File: src/ehp_pkg.sv
`default_nettype none
package ehp_pkg;
  // Register byte offsets on the bus.
  localparam int WB_AW = 8;
  localparam logic [7:0] OFS_MAC_CON = 8'h00;
  localparam logic [7:0] OFS_TX_CON = 8'h04;
  localparam logic [7:0] OFS_RX_CON = 8'h08;
  localparam logic [7:0] OFS_RX_PTR = 8'h0C;
  localparam logic [7:0] OFS_STAT = 8'h10;
  localparam logic [7:0] OFS_MASK = 8'h14;
  localparam logic [7:0] OFS_TBL_EN = 8'h18;
  localparam logic [7:0] OFS_TBL = 8'h80;
  localparam int TBL_WORDS = 32;
  // Field positions.
  localparam int MC_FDX = 0;
  localparam int TC_TXEN = 0;
  localparam int TC_PAUSE = 1;
  localparam int RC_EN = 0;
  localparam int RC_STOP_NO = 1;
  localparam int NUM_EV = 4;
  localparam int EV_RX_DONE = 0;
  localparam int EV_NULL = 1;
  localparam int EV_NOT_OWN = 2;
  localparam int EV_PAUSE_DONE = 3;
  localparam int ST_PEND_BIT = 8;
  // Values after reset.
  localparam logic [31:0] RST_WORD = 32'h0000_0000;
  localparam logic RST_BIT = 1'b0;
  // Receive descriptor layout.
  localparam logic [31:0] DESC_BUF_OFS = 32'h0000_0000;
  localparam logic [31:0] DESC_STAT_OFS = 32'h0000_0008;
  localparam logic [31:0] DESC_NEXT_OFS = 32'h0000_000C;
  localparam int OWN_BIT = 31;
  localparam int RXS_ERR = 1;
  localparam int RXS_OVF = 2;
  localparam int RXS_LONG = 3;
  localparam int RXS_GOOD = 6;
  localparam logic [15:0] RX_BUF_BYTES = 16'h05F0;
  // Pause frame image: entries 0 to 2, then entries 27 and 28, then zero pad.
  localparam logic [5:0] PAUSE_HDR_BYTES = 6'h0C;
  localparam logic [5:0] PAUSE_DATA_END = 6'h12;
  localparam logic [5:0] PAUSE_LAST = 6'h3B;
  localparam logic [6:0] PAUSE_CTL_BASE = 7'h6C;

  typedef enum logic [2:0] {
    ST_IDLE = 3'b000,
    ST_OWN_RD = 3'b001,
    ST_WAIT = 3'b010,
    ST_RECV = 3'b011,
    ST_STAT_WR = 3'b100,
    ST_OWN_WR = 3'b101,
    ST_NEXT_RD = 3'b110
  } ehp_rx_state_t;

  // Byte-enable merge of a bus write into a stored word.
  function automatic logic [31:0] ehp_merge(input logic [31:0] old_w,
                                            input logic [31:0] new_w,
                                            input logic [3:0] sel);
    logic [31:0] r;
    r = old_w;
    for (int i = 0; i < 4; i++) begin
      if (sel[i]) begin
        r[8*i +: 8] = new_w[8*i +: 8];
      end
    end
    return r;
  endfunction

  // Table words hold station addresses most significant byte first.
  function automatic logic [7:0] ehp_byte_of(input logic [31:0] w,
                                             input logic [1:0] lane);
    return w[{2'd3 - lane, 3'b000} +: 8];
  endfunction
endpackage
`default_nettype wire

File: src/ehp_if.sv
`timescale 1ns/1ps
`default_nettype none
// Read port of the address table, used by the pause sender.
interface ehp_tbl_if;
  logic [4:0] idx;
  logic [31:0] word;
  modport tx (output idx, input word);
  modport tbl (input idx, output word);
endinterface

// Event, clear and mask lines between the engine and the interrupt block.
interface ehp_evt_if;
  logic [3:0] evt;
  logic [3:0] clr;
  logic [3:0] status;
  logic [3:0] mask;
  logic [3:0] mask_wdata;
  logic mask_we;
  logic irq;
  modport ctl (output evt, clr, mask_we, mask_wdata,
               input status, mask, irq);
  modport blk (input evt, clr, mask_we, mask_wdata,
               output status, mask, irq);
endinterface
`default_nettype wire

File: src/ehp_irq.sv
`timescale 1ns/1ps
`default_nettype none
module ehp_irq (
  input wire logic sys_clk,
  input wire logic rst,
  ehp_evt_if.blk ev
);
  import ehp_pkg::*;
  logic [3:0] status;
  logic [3:0] mask;
  logic irq;
  logic [3:0] next_status;
  logic [3:0] next_mask;
  logic next_irq;

  // A new event outranks a write-one clear of the same bit.
  always_comb begin
    next_status = (status & ~ev.clr) | ev.evt;
    next_mask = ev.mask_we ? ev.mask_wdata : mask;
    next_irq = |(next_status & next_mask);
  end

  always_ff @(posedge sys_clk) begin
    if (rst) begin
      status <= '0;
      mask <= '0;
      irq <= RST_BIT;
    end else begin
      status <= next_status;
      mask <= next_mask;
      irq <= next_irq;
    end
  end

  assign ev.status = status;
  assign ev.mask = mask;
  assign ev.irq = irq;
endmodule
`default_nettype wire

File: src/ehp_pause_tx.sv
`timescale 1ns/1ps
`default_nettype none
module ehp_pause_tx (
  input wire logic sys_clk,
  input wire logic rst,
  input wire logic start,
  output logic busy,
  output logic done,
  output logic tx_valid,
  output logic [7:0] tx_data,
  output logic tx_last,
  ehp_tbl_if.tx tbl
);
  import ehp_pkg::*;
  logic [5:0] cnt;
  logic [5:0] next_cnt;
  logic next_busy;
  logic next_done;
  logic next_valid;
  logic next_last;
  logic [7:0] next_data;
  logic [6:0] tb;

  // Frame byte to table byte: header from entries 0 to 2, then entries 27 and 28.
  always_comb begin
    if (cnt < PAUSE_HDR_BYTES) begin
      tb = {1'b0, cnt};
    end else begin
      tb = PAUSE_CTL_BASE + {1'b0, cnt} - {1'b0, PAUSE_HDR_BYTES};
    end
  end
  assign tbl.idx = tb[6:2];

  // One byte a cycle; the tail past the control field is zero padding.
  always_comb begin
    next_busy = busy;
    next_cnt = cnt;
    next_done = 1'b0;
    next_valid = 1'b0;
    next_last = 1'b0;
    next_data = 8'h00;
    if (!busy) begin
      if (start) begin
        next_busy = 1'b1;
        next_cnt = '0;
      end
    end else begin
      next_valid = 1'b1;
      if (cnt < PAUSE_DATA_END) begin
        next_data = ehp_byte_of(tbl.word, tb[1:0]);
      end
      if (cnt == PAUSE_LAST) begin
        next_last = 1'b1;
        next_done = 1'b1;
        next_busy = 1'b0;
      end else begin
        next_cnt = cnt + 6'd1;
      end
    end
  end

  always_ff @(posedge sys_clk) begin
    if (rst) begin
      busy <= RST_BIT;
      cnt <= '0;
      done <= RST_BIT;
      tx_valid <= RST_BIT;
      tx_last <= RST_BIT;
      tx_data <= 8'h00;
    end else begin
      busy <= next_busy;
      cnt <= next_cnt;
      done <= next_done;
      tx_valid <= next_valid;
      tx_last <= next_last;
      tx_data <= next_data;
    end
  end
endmodule
`default_nettype wire

File: src/ehp_rx_dma.sv
`timescale 1ns/1ps
`default_nettype none
module ehp_rx_dma (
  input wire logic sys_clk,
  input wire logic rst,
  input wire logic wb_cyc_i,
  input wire logic wb_stb_i,
  input wire logic wb_we_i,
  input wire logic [ehp_pkg::WB_AW-1:0] wb_adr_i,
  input wire logic [3:0] wb_sel_i,
  input wire logic [31:0] wb_dat_i,
  output logic [31:0] wb_dat_o,
  output logic wb_ack_o,
  output logic irq,
  input wire logic rx_valid,
  input wire logic [7:0] rx_data,
  input wire logic rx_last,
  input wire logic rx_err,
  output logic mem_req,
  output logic mem_we,
  output logic [31:0] mem_addr,
  output logic [31:0] mem_wdata,
  input wire logic mem_ack,
  input wire logic [31:0] mem_rdata,
  output logic tx_valid,
  output logic [7:0] tx_data,
  output logic tx_last
);
  import ehp_pkg::*;
  ehp_tbl_if tif();
  ehp_evt_if ev();
  logic [31:0] tbl [0:TBL_WORDS-1];
  logic fdx, tx_en, send_pause, rx_en, stop_no;
  logic next_fdx, next_tx_en, next_pause, next_rx_en, next_stop_no;
  logic [31:0] rx_ptr, tbl_en, next_ptr, next_tbl_en, rdata, wval;
  logic tx_busy, tx_done, tx_start, req, wr;
  logic [7:0] adr;
  logic [3:0] evt;
  ehp_rx_state_t state, next_state;
  logic [30:0] buf_a, next_buf;
  logic [15:0] len, next_len, woff, next_woff, rx_stat;
  logic [31:0] acc, next_acc, wbuf, next_wbuf;
  logic [1:0] lane, next_lane;
  logic wpend, next_wpend, lseen, next_lseen, err, next_err;
  logic ovf, next_ovf, miss, next_miss, mid, next_mid;
  logic fsm_stop, fsm_ptr_we, fstart, byte_ok;

  ehp_pause_tx u_tx (
    .sys_clk(sys_clk),
    .rst(rst),
    .start(tx_start),
    .busy(tx_busy),
    .done(tx_done),
    .tx_valid(tx_valid),
    .tx_data(tx_data),
    .tx_last(tx_last),
    .tbl(tif.tx)
  );

  ehp_irq u_irq (
    .sys_clk(sys_clk),
    .rst(rst),
    .ev(ev.blk)
  );

  assign adr = {wb_adr_i[7:2], 2'b00};
  assign req = wb_cyc_i && wb_stb_i && !wb_ack_o;
  assign wr = req && wb_we_i;
  assign tif.word = tbl[tif.idx];
  assign irq = ev.irq;
  // Only a full-duplex link may carry a pause request to the sender.
  assign tx_start = send_pause && fdx && !tx_busy && !tx_done;
  assign ev.evt = evt;

  // Table storage is plain data and needs no reset.
  always_ff @(posedge sys_clk) begin
    if (wr && adr >= OFS_TBL) begin
      tbl[adr[6:2]] <= ehp_merge(tbl[adr[6:2]], wb_dat_i, wb_sel_i);
    end
  end

  // Control registers; a software write outranks a same-cycle hardware clear.
  always_comb begin
    next_fdx = fdx;
    next_tx_en = tx_en;
    next_pause = send_pause;
    next_rx_en = rx_en;
    next_stop_no = stop_no;
    next_ptr = rx_ptr;
    next_tbl_en = tbl_en;
    ev.clr = '0;
    ev.mask_we = 1'b0;
    ev.mask_wdata = wb_dat_i[NUM_EV-1:0];
    wval = '0;
    if (tx_done || !fdx) next_pause = 1'b0;
    if (fsm_stop) next_rx_en = 1'b0;
    if (fsm_ptr_we) next_ptr = mem_rdata;
    if (wr) begin
      case (adr)
        OFS_MAC_CON: begin
          wval = ehp_merge({31'd0, fdx}, wb_dat_i, wb_sel_i);
          next_fdx = wval[MC_FDX];
        end
        OFS_TX_CON: begin
          wval = ehp_merge({30'd0, send_pause, tx_en}, wb_dat_i, wb_sel_i);
          next_tx_en = wval[TC_TXEN];
          next_pause = wval[TC_PAUSE];
        end
        OFS_RX_CON: begin
          wval = ehp_merge({30'd0, stop_no, rx_en}, wb_dat_i, wb_sel_i);
          next_rx_en = wval[RC_EN];
          next_stop_no = wval[RC_STOP_NO];
        end
        OFS_RX_PTR: next_ptr = ehp_merge(rx_ptr, wb_dat_i, wb_sel_i);
        OFS_STAT: begin
          if (wb_sel_i[0]) ev.clr = wb_dat_i[NUM_EV-1:0];
        end
        OFS_MASK: ev.mask_we = wb_sel_i[0];
        OFS_TBL_EN: next_tbl_en = ehp_merge(tbl_en, wb_dat_i, wb_sel_i);
        default: begin
        end
      endcase
    end
  end

  // Read mux; unmapped words answer with zero.
  always_comb begin
    rdata = '0;
    case (adr)
      OFS_MAC_CON: rdata[MC_FDX] = fdx;
      OFS_TX_CON: rdata[TC_PAUSE:TC_TXEN] = {send_pause, tx_en};
      OFS_RX_CON: rdata[RC_STOP_NO:RC_EN] = {stop_no, rx_en};
      OFS_RX_PTR: rdata = rx_ptr;
      OFS_STAT: begin
        rdata[NUM_EV-1:0] = ev.status;
        rdata[ST_PEND_BIT] = send_pause;
      end
      OFS_MASK: rdata[NUM_EV-1:0] = ev.mask;
      OFS_TBL_EN: rdata = tbl_en;
      default: if (adr >= OFS_TBL) rdata = tbl[adr[6:2]];
    endcase
  end

  always_ff @(posedge sys_clk) begin
    if (rst) begin
      fdx <= RST_BIT;
      tx_en <= RST_BIT;
      send_pause <= RST_BIT;
      rx_en <= RST_BIT;
      stop_no <= RST_BIT;
      rx_ptr <= RST_WORD;
      tbl_en <= RST_WORD;
      wb_ack_o <= RST_BIT;
      wb_dat_o <= RST_WORD;
    end else begin
      fdx <= next_fdx;
      tx_en <= next_tx_en;
      send_pause <= next_pause;
      rx_en <= next_rx_en;
      stop_no <= next_stop_no;
      rx_ptr <= next_ptr;
      tbl_en <= next_tbl_en;
      wb_ack_o <= req;
      wb_dat_o <= req ? rdata : RST_WORD;
    end
  end

  // Receive engine. The byte stream has no back-pressure, so a word that
  // completes while the previous write is still open marks an overflow.
  assign fstart = rx_valid && !mid;
  always_comb begin
    next_state = state;
    next_buf = buf_a;
    next_len = len;
    next_woff = woff;
    next_acc = acc;
    next_lane = lane;
    next_wbuf = wbuf;
    next_wpend = wpend;
    next_lseen = lseen;
    next_err = err;
    next_ovf = ovf;
    next_miss = miss;
    next_mid = rx_valid ? !rx_last : mid;
    evt = '0;
    fsm_stop = 1'b0;
    fsm_ptr_we = 1'b0;
    byte_ok = 1'b0;
    rx_stat = '0;
    rx_stat[RXS_ERR] = err;
    rx_stat[RXS_OVF] = ovf;
    rx_stat[RXS_LONG] = len > RX_BUF_BYTES;
    rx_stat[RXS_GOOD] = !err && !ovf && !(len > RX_BUF_BYTES);
    mem_req = 1'b0;
    mem_we = 1'b0;
    mem_addr = rx_ptr;
    mem_wdata = '0;
    case (state)
      ST_IDLE: begin
        if (rx_en) begin
          if (rx_ptr == RST_WORD) begin
            evt[EV_NULL] = 1'b1;
            fsm_stop = 1'b1;
          end else if (!miss || fstart) begin
            next_state = ST_OWN_RD;
          end
        end
      end
      ST_OWN_RD: begin
        mem_req = 1'b1;
        mem_addr = rx_ptr + DESC_BUF_OFS;
        if (mem_ack) begin
          if (mem_rdata[OWN_BIT]) begin
            next_buf = mem_rdata[30:0];
            next_miss = 1'b0;
            next_state = ST_WAIT;
          end else begin
            evt[EV_NOT_OWN] = 1'b1;
            next_miss = 1'b1;
            fsm_stop = stop_no;
            next_state = ST_IDLE;
          end
        end
      end
      ST_WAIT: begin
        if (!rx_en) begin
          next_state = ST_IDLE;
        end else if (fstart) begin
          byte_ok = 1'b1;
          next_len = '0;
          next_woff = '0;
          next_lane = '0;
          next_acc = '0;
          next_err = 1'b0;
          next_ovf = 1'b0;
          next_lseen = 1'b0;
          next_state = ST_RECV;
        end
      end
      ST_RECV: begin
        byte_ok = rx_valid;
        mem_req = wpend;
        mem_we = 1'b1;
        mem_addr = {1'b0, buf_a} + {16'd0, woff};
        mem_wdata = wbuf;
        if (wpend && mem_ack) begin
          next_wpend = 1'b0;
          next_woff = woff + 16'd4;
        end
      end
      ST_STAT_WR: begin
        mem_req = 1'b1;
        mem_we = 1'b1;
        mem_addr = rx_ptr + DESC_STAT_OFS;
        mem_wdata = {rx_stat, len};
        if (mem_ack) next_state = ST_OWN_WR;
      end
      ST_OWN_WR: begin
        mem_req = 1'b1;
        mem_we = 1'b1;
        mem_wdata = {1'b0, buf_a};
        if (mem_ack) next_state = ST_NEXT_RD;
      end
      ST_NEXT_RD: begin
        mem_req = 1'b1;
        mem_addr = rx_ptr + DESC_NEXT_OFS;
        if (mem_ack) begin
          fsm_ptr_we = 1'b1;
          evt[EV_RX_DONE] = 1'b1;
          next_state = ST_IDLE;
        end
      end
      default: next_state = ST_IDLE;
    endcase
    // Byte packing into little-endian words for the frame buffer.
    if (byte_ok) begin
      next_acc[{next_lane, 3'b000} +: 8] = rx_data;
      if (next_len != 16'hFFFF) next_len = next_len + 16'd1;
      if (rx_err) next_err = 1'b1;
      if (rx_last) next_lseen = 1'b1;
      if (next_lane == 2'd3 || rx_last) begin
        if (next_wpend) begin
          next_ovf = 1'b1;
        end else if (next_woff < RX_BUF_BYTES) begin
          next_wbuf = next_acc;
          next_wpend = 1'b1;
        end
        next_acc = '0;
        next_lane = '0;
      end else begin
        next_lane = next_lane + 2'd1;
      end
    end
    if (state == ST_RECV && next_lseen && !next_wpend) begin
      next_state = ST_STAT_WR;
    end
    evt[EV_PAUSE_DONE] = tx_done;
  end

  always_ff @(posedge sys_clk) begin
    if (rst) begin
      state <= ST_IDLE;
      buf_a <= '0;
      len <= '0;
      woff <= '0;
      acc <= RST_WORD;
      lane <= '0;
      wbuf <= RST_WORD;
      wpend <= RST_BIT;
      lseen <= RST_BIT;
      err <= RST_BIT;
      ovf <= RST_BIT;
      miss <= RST_BIT;
      mid <= RST_BIT;
    end else begin
      state <= next_state;
      buf_a <= next_buf;
      len <= next_len;
      woff <= next_woff;
      acc <= next_acc;
      lane <= next_lane;
      wbuf <= next_wbuf;
      wpend <= next_wpend;
      lseen <= next_lseen;
      err <= next_err;
      ovf <= next_ovf;
      miss <= next_miss;
      mid <= next_mid;
    end
  end
endmodule
`default_nettype wire

File: config.mk
export PLATFORM = sky130hd
export DESIGN_NAME = ehp_rx_dma
export DESIGN_NICKNAME = d
export VERILOG_FILES = /design/src/ehp_pkg.sv /design/src/ehp_if.sv /design/src/ehp_irq.sv /design/src/ehp_pause_tx.sv /design/src/ehp_rx_dma.sv
export SDC_FILE = /design/constraint.sdc
export NUM_CORES = 2
export LEC_CHECK = 0
export ABC_AREA = 1
export BUFFER_PORTS_ARGS = -buffer_cell sky130_fd_sc_hd__buf_2
export CAP_MARGIN = 15
export CORE_UTILIZATION = 35
export DETAILED_ROUTE_END_ITERATION = 8
export PLACE_DENSITY = 0.57
export SLEW_MARGIN = 5
export SYNTH_ARGS = -nofsm -noshare
export SYNTH_HDL_FRONTEND = slang
export SYNTH_SLANG_ARGS = --single-unit
File: constraint.sdc
create_clock -name sys_clk -period 8.7 [get_ports sys_clk]
set_input_delay 0.87 -clock sys_clk [delete_from_list [all_inputs] [get_ports sys_clk]]
set_output_delay 0.87 -clock sys_clk [all_outputs]
set_load 0.005 [all_outputs]
# After elaboration in Yosys (flattened, before gate mapping)
# Memories as Yosys holds them, arrays and structs flattened.
# Index checks and enable logic that the tools add are counted.
# classes
eq_ne	39
add_sub_neg	11
n_reduce_logical	54
n_bitwise	9
n_lt_le_gt_ge	5
mux	119
shift	3
# ops
op	n
two-way mux 32 bit	9
one-hot mux 32 bit (3 select lines)	2
two-way mux 16 bit	8
two-way mux 8 bit	12
one-hot mux 23 bit (3 select lines)	1
adder 32 x 4 -> 32 bit (second input constant)	2
two-way mux 1 bit	51
!= test 3 bit (second input constant)	14
adder 31 x 16 -> 32 bit	1
bitwise mux 32 bit	1
zero test 32 bit	1
one-hot mux 16 bit (2 select lines)	1
variable shift 8 x 7 -> 32 bit (first input constant)	1
indexed part select 32 x 6 -> 8 bit	1
indexed part select 8 x 7 -> 32 bit	1
two-way mux 3 bit	10
AND reduction 3 bit	8
one-hot mux 3 bit (7 select lines)	1
== test 6 x 3 -> 1 bit (second input constant)	3
two-way mux 6 bit	3
AND reduction 9 bit	2
adder 16 x 1 -> 16 bit (second input constant)	1
adder 16 x 3 -> 16 bit (second input constant)	1
greater-than comparator 16 x 11 -> 1 bit (second input constant)	1
45 further kinds	104
# totals
regBits	266
wordCells	278
ramBits	1024
memories	1
# mem_list
memory	depth	word_bits	read_ports	rd_clocked_by_memory_dff	write_ports	line_no	source
tbl	32	32	2	0	1	ehp_rx_dma.sv:32	logic [31:0] tbl [0:TBL_WORDS-1];

# Depth between registers and ports, before layout
# depth
ltp_word	14
mapped_depth	20
ltp_nobuf	17

# By module
# A second synthesis with hierarchy kept.
# hier_totals
cells_unflattened	6863
area_unflattened_um2	63209.4
# modules_own_cells
module	area_each_um2	instances	cells_per_inst
ehp_rx_dma	61890.6	1	6666
ehp_pause_tx	955.9	1	142
ehp_irq	362.8	1	55

# Worst setup path after synthesis
# Ideal clock, no wire load.
# synth_timing
path_type	input-to-reg
from	input port wb_adr_i[3] in the netlist's numbering
to	memory tbl[13][0] (enable)
required_ns	8.279
setup_ns	0.421
slack_ns	4.928
path_stages	7
arrival_ns	3.351
cell_sequence	inv_1 -> nand2_1 -> inv_2 -> clkbuf_1 -> clkbuf_1 -> nand2_1 -> nor2_1
# synth_between
elab_chain_cells	4
# synth_lines
item	line_no	source
start: declaration	ehp_rx_dma.sv:9	input wire logic [ehp_pkg::WB_AW-1:0] wb_adr_i,
greater-or-equal comparator 8 bit	ehp_rx_dma.sv:77	if (wr && adr >= OFS_TBL) begin
logical AND 1 bit	ehp_rx_dma.sv:77	
two-way mux 1 bit	ehp_rx_dma.sv:77	
two-way mux 1 bit (implied by the code)	ehp_rx_dma.sv:78	tbl[adr[6:2]] <= ehp_merge(tbl[adr[6:2]], wb_dat_i, wb_sel_i);
end: declaration	ehp_rx_dma.sv:32	
# Parallel ways exist; a longest one is shown, timed or not.

# Final worst setup path
# layout_timing
from	register state[0]
to	output port mem_addr[18]
# layout_between
elab_chain_cells	2
elab_cells_between_ends	4
classes_between	eq/ne (3); mux (1)
# layout_lines
item	line_no	source
start: declaration	ehp_rx_dma.sv:39	ehp_rx_state_t state, next_state;
start signal: assignment	ehp_rx_dma.sv:316	state <= next_state;
== test 3 bit or == test 3 x 2 -> 1 bit (tied branches)	ehp_rx_dma.sv:198	case (state)
one-hot mux 32 bit (3 select lines) (*)	ehp_rx_dma.sv:198	
end: declaration	ehp_rx_dma.sv:21	output logic [31:0] mem_addr,
# Mark *: on every way between the ends. The rest lies on a longest branch, timed or not.

==> run metrics <==
result of the run finished clean; distinct cell type count of the synthesized netlist 55; number of antenna violations at the first check in global routing 10; total standard cell area after synthesis 63900 sq um; critical path's largest stage delay approximately 0.44 ns; placed cell areas approximately 67000 sq um; top cell family by delay on the critical path buffers and inverters; synthesized net count 7206; async set-or-reset flop fraction in the synthesized netlist 0%; endpoint required time on the critical path between 7 and 8 ns; Max Buffers Root-to-Sink 3; cell count of the worst reg-to-reg path 11; number of global-route vias before repair 54200; number of buffer and inverter instances along the worst setup path 6; number of placement rows 156; reported leakage power 0.0262 uW; Initial Utilization a little over a third; root cell of the clock tree sky130_fd_sc_hd__clkbuf_16; share of power burned in registers between 40% and 50%; final period utilization 56.7%; post-CTS resize count 0; count of final max-slew check failures 0; Gate Count Post-Synth between 7000 and 8000; category of the critical setup timing path reg -> out; peak fanout along the critical path 28; number of synthesized register bits 1288; leading post-synthesis cells by cell area sky130_fd_sc_hd__edfxtp_1 48%, sky130_fd_sc_hd__dfxtp_1 8.3%, sky130_fd_sc_hd__nand2_1 8.0%; final period demand of the worst path 4.93 ns; antenna-violating nets left 0; overflow left after global routing 0; P&R area growth vs syn 13.1%; via count of the routed design between 50000 and 60000; number of placed I/O pins slightly above 200; fraction of final layout cells sized beyond drive strength 1 roughly a tenth; Max Clk Rate approximately 200 MHz; Final WS setup approximately 3.8 ns; Reg clk slew, reported paths 0.06 ns; count of nets after finishing about 7200; ANT cells 0; DR iter-0 viols between 8000 and 9000; leading area contributor after synthesis sky130_fd_sc_hd__edfxtp_1; most used flip-flop cell after synthesis sky130_fd_sc_hd__edfxtp_1; count of maximum capacitance violations 0; total of endpoints with negative setup slack in the final report 0; total track usage 28.5%; most frequent cell after synthesis sky130_fd_sc_hd__nand2_1; category of the worst setup path launch point register; worst-path cell with the longest stage delay sky130_fd_sc_hd__nor2_2; Internal Pwr Total 10300 uW; CTS sink count roughly 1300; top post-synthesis cells by count 1362 x sky130_fd_sc_hd__nand2_1, 1024 x sky130_fd_sc_hd__edfxtp_1, 814 x sky130_fd_sc_hd__inv_1; count of flip-flops with a built-in enable after synthesis 1024; Total Die Area roughly 180000 sq um; sequential-to-total area share from yosys stat ~56%; TritonCTS clock tree yes; worst hold stages 2; setup repair after global routing missed its margin false; average detailed-routed wire length per instance 28.4 um; aggregate negative setup slack 0 ns; switching share of power between 20% and 30%; Levels on crit path 13; type of the most critical hold path in -> reg; port buffer count 200; headroom to the max-slew limit 19.8%; final hold violation count 0; post-cts hold buffer count 0; maximum number of pins on one net before global-route repair ~140; number of setup buffers added after CTS 0; pwr/cell area 187 nW/um^2; clock buffer count from CTS approximately 140; Final Skew 0.0433 ns; part of the total power dissipated in the clock network between 40% and 50%; number of H-tree branching levels 4; horizontal extent of the die about 430 um; Mapped Avg Cell Area roughly 9 sq um; Die Ht 429 um; Data arrival, critical path 4.06 ns; clock insertion delay at the later pin of the skew report slightly above 0.8 ns; kind of end point of the critical path output port; combinational share of power ~5.5%; detailed-placement wirelength estimate ~160 mm; detail-routed via count per cell a little over 6; global-route wire length before repair 384 mm; DR DRC count 0; drt first pass iters 8; worst slack, placed around 3.8 ns; wire length reported by the detailed router 273 mm; Worst IR Drop VDD ~170 uV; Yosys top cell area share between 40% and 50%; cell-by-cell trace of the critical path inv_2, nand2_2, nor2_2, buf_4, inv_2, o22ai_1, inv_1, nor2_1, nand3_1, nand2_1, inv_1, o21ai_1, buf_2; core region area around 180000 sq um; P_sw 3220 uW; YS warnings 0; Least-Margin Pin Slew between 1 and 1.5 ns; final weighted congestion in routability-driven placement 0.947; total non-filler cell area in the finished layout 72200 sq um
## flip-flops by register name, summed over array words and instances (netlist names), 6 cells and up
name / count
acc: 32
buf_a: 31
len: 16
rx_ptr: 32
tbl: 1024
tbl_en: 32
u_tx.cnt: 6
u_tx.tx_data: 8
wb_dat_o: 32
wbuf: 32
woff: 14
## metal layers
| layer | vias up | global-route usage, % | part of all wire [%] |
|---|---|---|---|
| li1 | 25100 | - | - |
| met2 | 4302 | 44.1 | 44 |
| met1 | 28100 | 37.2 | 38 |
| met5 | - | 0 | 0.021 |
| met4 | 8 | 15.9 | 6.1 |
| met3 | 854 | 5.89 | 12 |
## metrics by stage
stage          hold WS (ns)  total power, uW  std cells  util (%)
6_report              0.293            13500       9596      39.9
3_5_place_dp          0.456             7570       9321      37.3
4_1_cts               0.249            13500       9585      39.8
5_1_grt               0.287            13800       9596      39.9
2_1_floorplan         0.434             7220       7085         -
3_3_place_gp          0.452             7560       9321      37.3
## cells in the final DEF, fill, tap and decap left out, drive strengths merged, types with 62 or more instances in the layout
cell type / Yosys / routed
nand2: 1366 / 1366
edfxtp: 1024 / 1024
inv: 853 / 858
nor2: 639 / 639
o21ai: 509 / 509
nand3: 399 / 399
a21oi: 360 / 360
buf: 117 / 342
dfxtp: 264 / 264
o22ai: 257 / 257
clkbuf: 348 / 196
o211ai: 153 / 153
a22oi: 131 / 131
nand4: 126 / 126
o2111ai: 102 / 102
o221ai: 94 / 94
nor3: 66 / 66
clkinv: 9 / 62
## logic make-up after synthesis
logic type	share of synthesized area, %
and+or+nand+nor	17.2
AOI/OAI and AO/OA	17.8
buffers and inverters	7.94
DFF	56.4
adders and majority gates	0.549
xor gates and xnor gates	0.123
## cell type report
| cell class | instances | area [sq um] |
|---|---|---|
| clock buffers | 196 | 3970 |
| clock inverters | 68 | 588 |
| fillers | 17700 | 109000 |
| inverters | 862 | 3270 |
| multi-input cells | 4470 | 23200 |
| flip-flops and latches | 1288 | 36000 |
| well taps | 2370 | 2970 |
| repair buffers | 342 | 2220 |
## worst paths after layout
path / from / end / slack (ns)
max: state[0]$_SDFFE_PP0P_ / mem_addr[18] / 3.77
min: rx_last / mid$_SDFFE_PP0P_ / 0.29
max reg2reg: u_tx.cnt[4]$_SDFFE_PP0P_ / u_tx.tx_data[7]$_SDFF_PP0_ / 4.02
min reg2reg: acc[6]$_SDFF_PP0_ / acc[6]$_SDFF_PP0_ / 0.47
## power groups by stage
stage	registers [uW]	logic, uW	clock network (uW)
detailed placement	6870	699	0
global route	6730	773	6300
floorplan	6870	355	0
CTS	6740	701	6050
finish	6740	746	6040
global placement	6870	691	0
No activity file was read; power rests on OpenSTA's default activity.
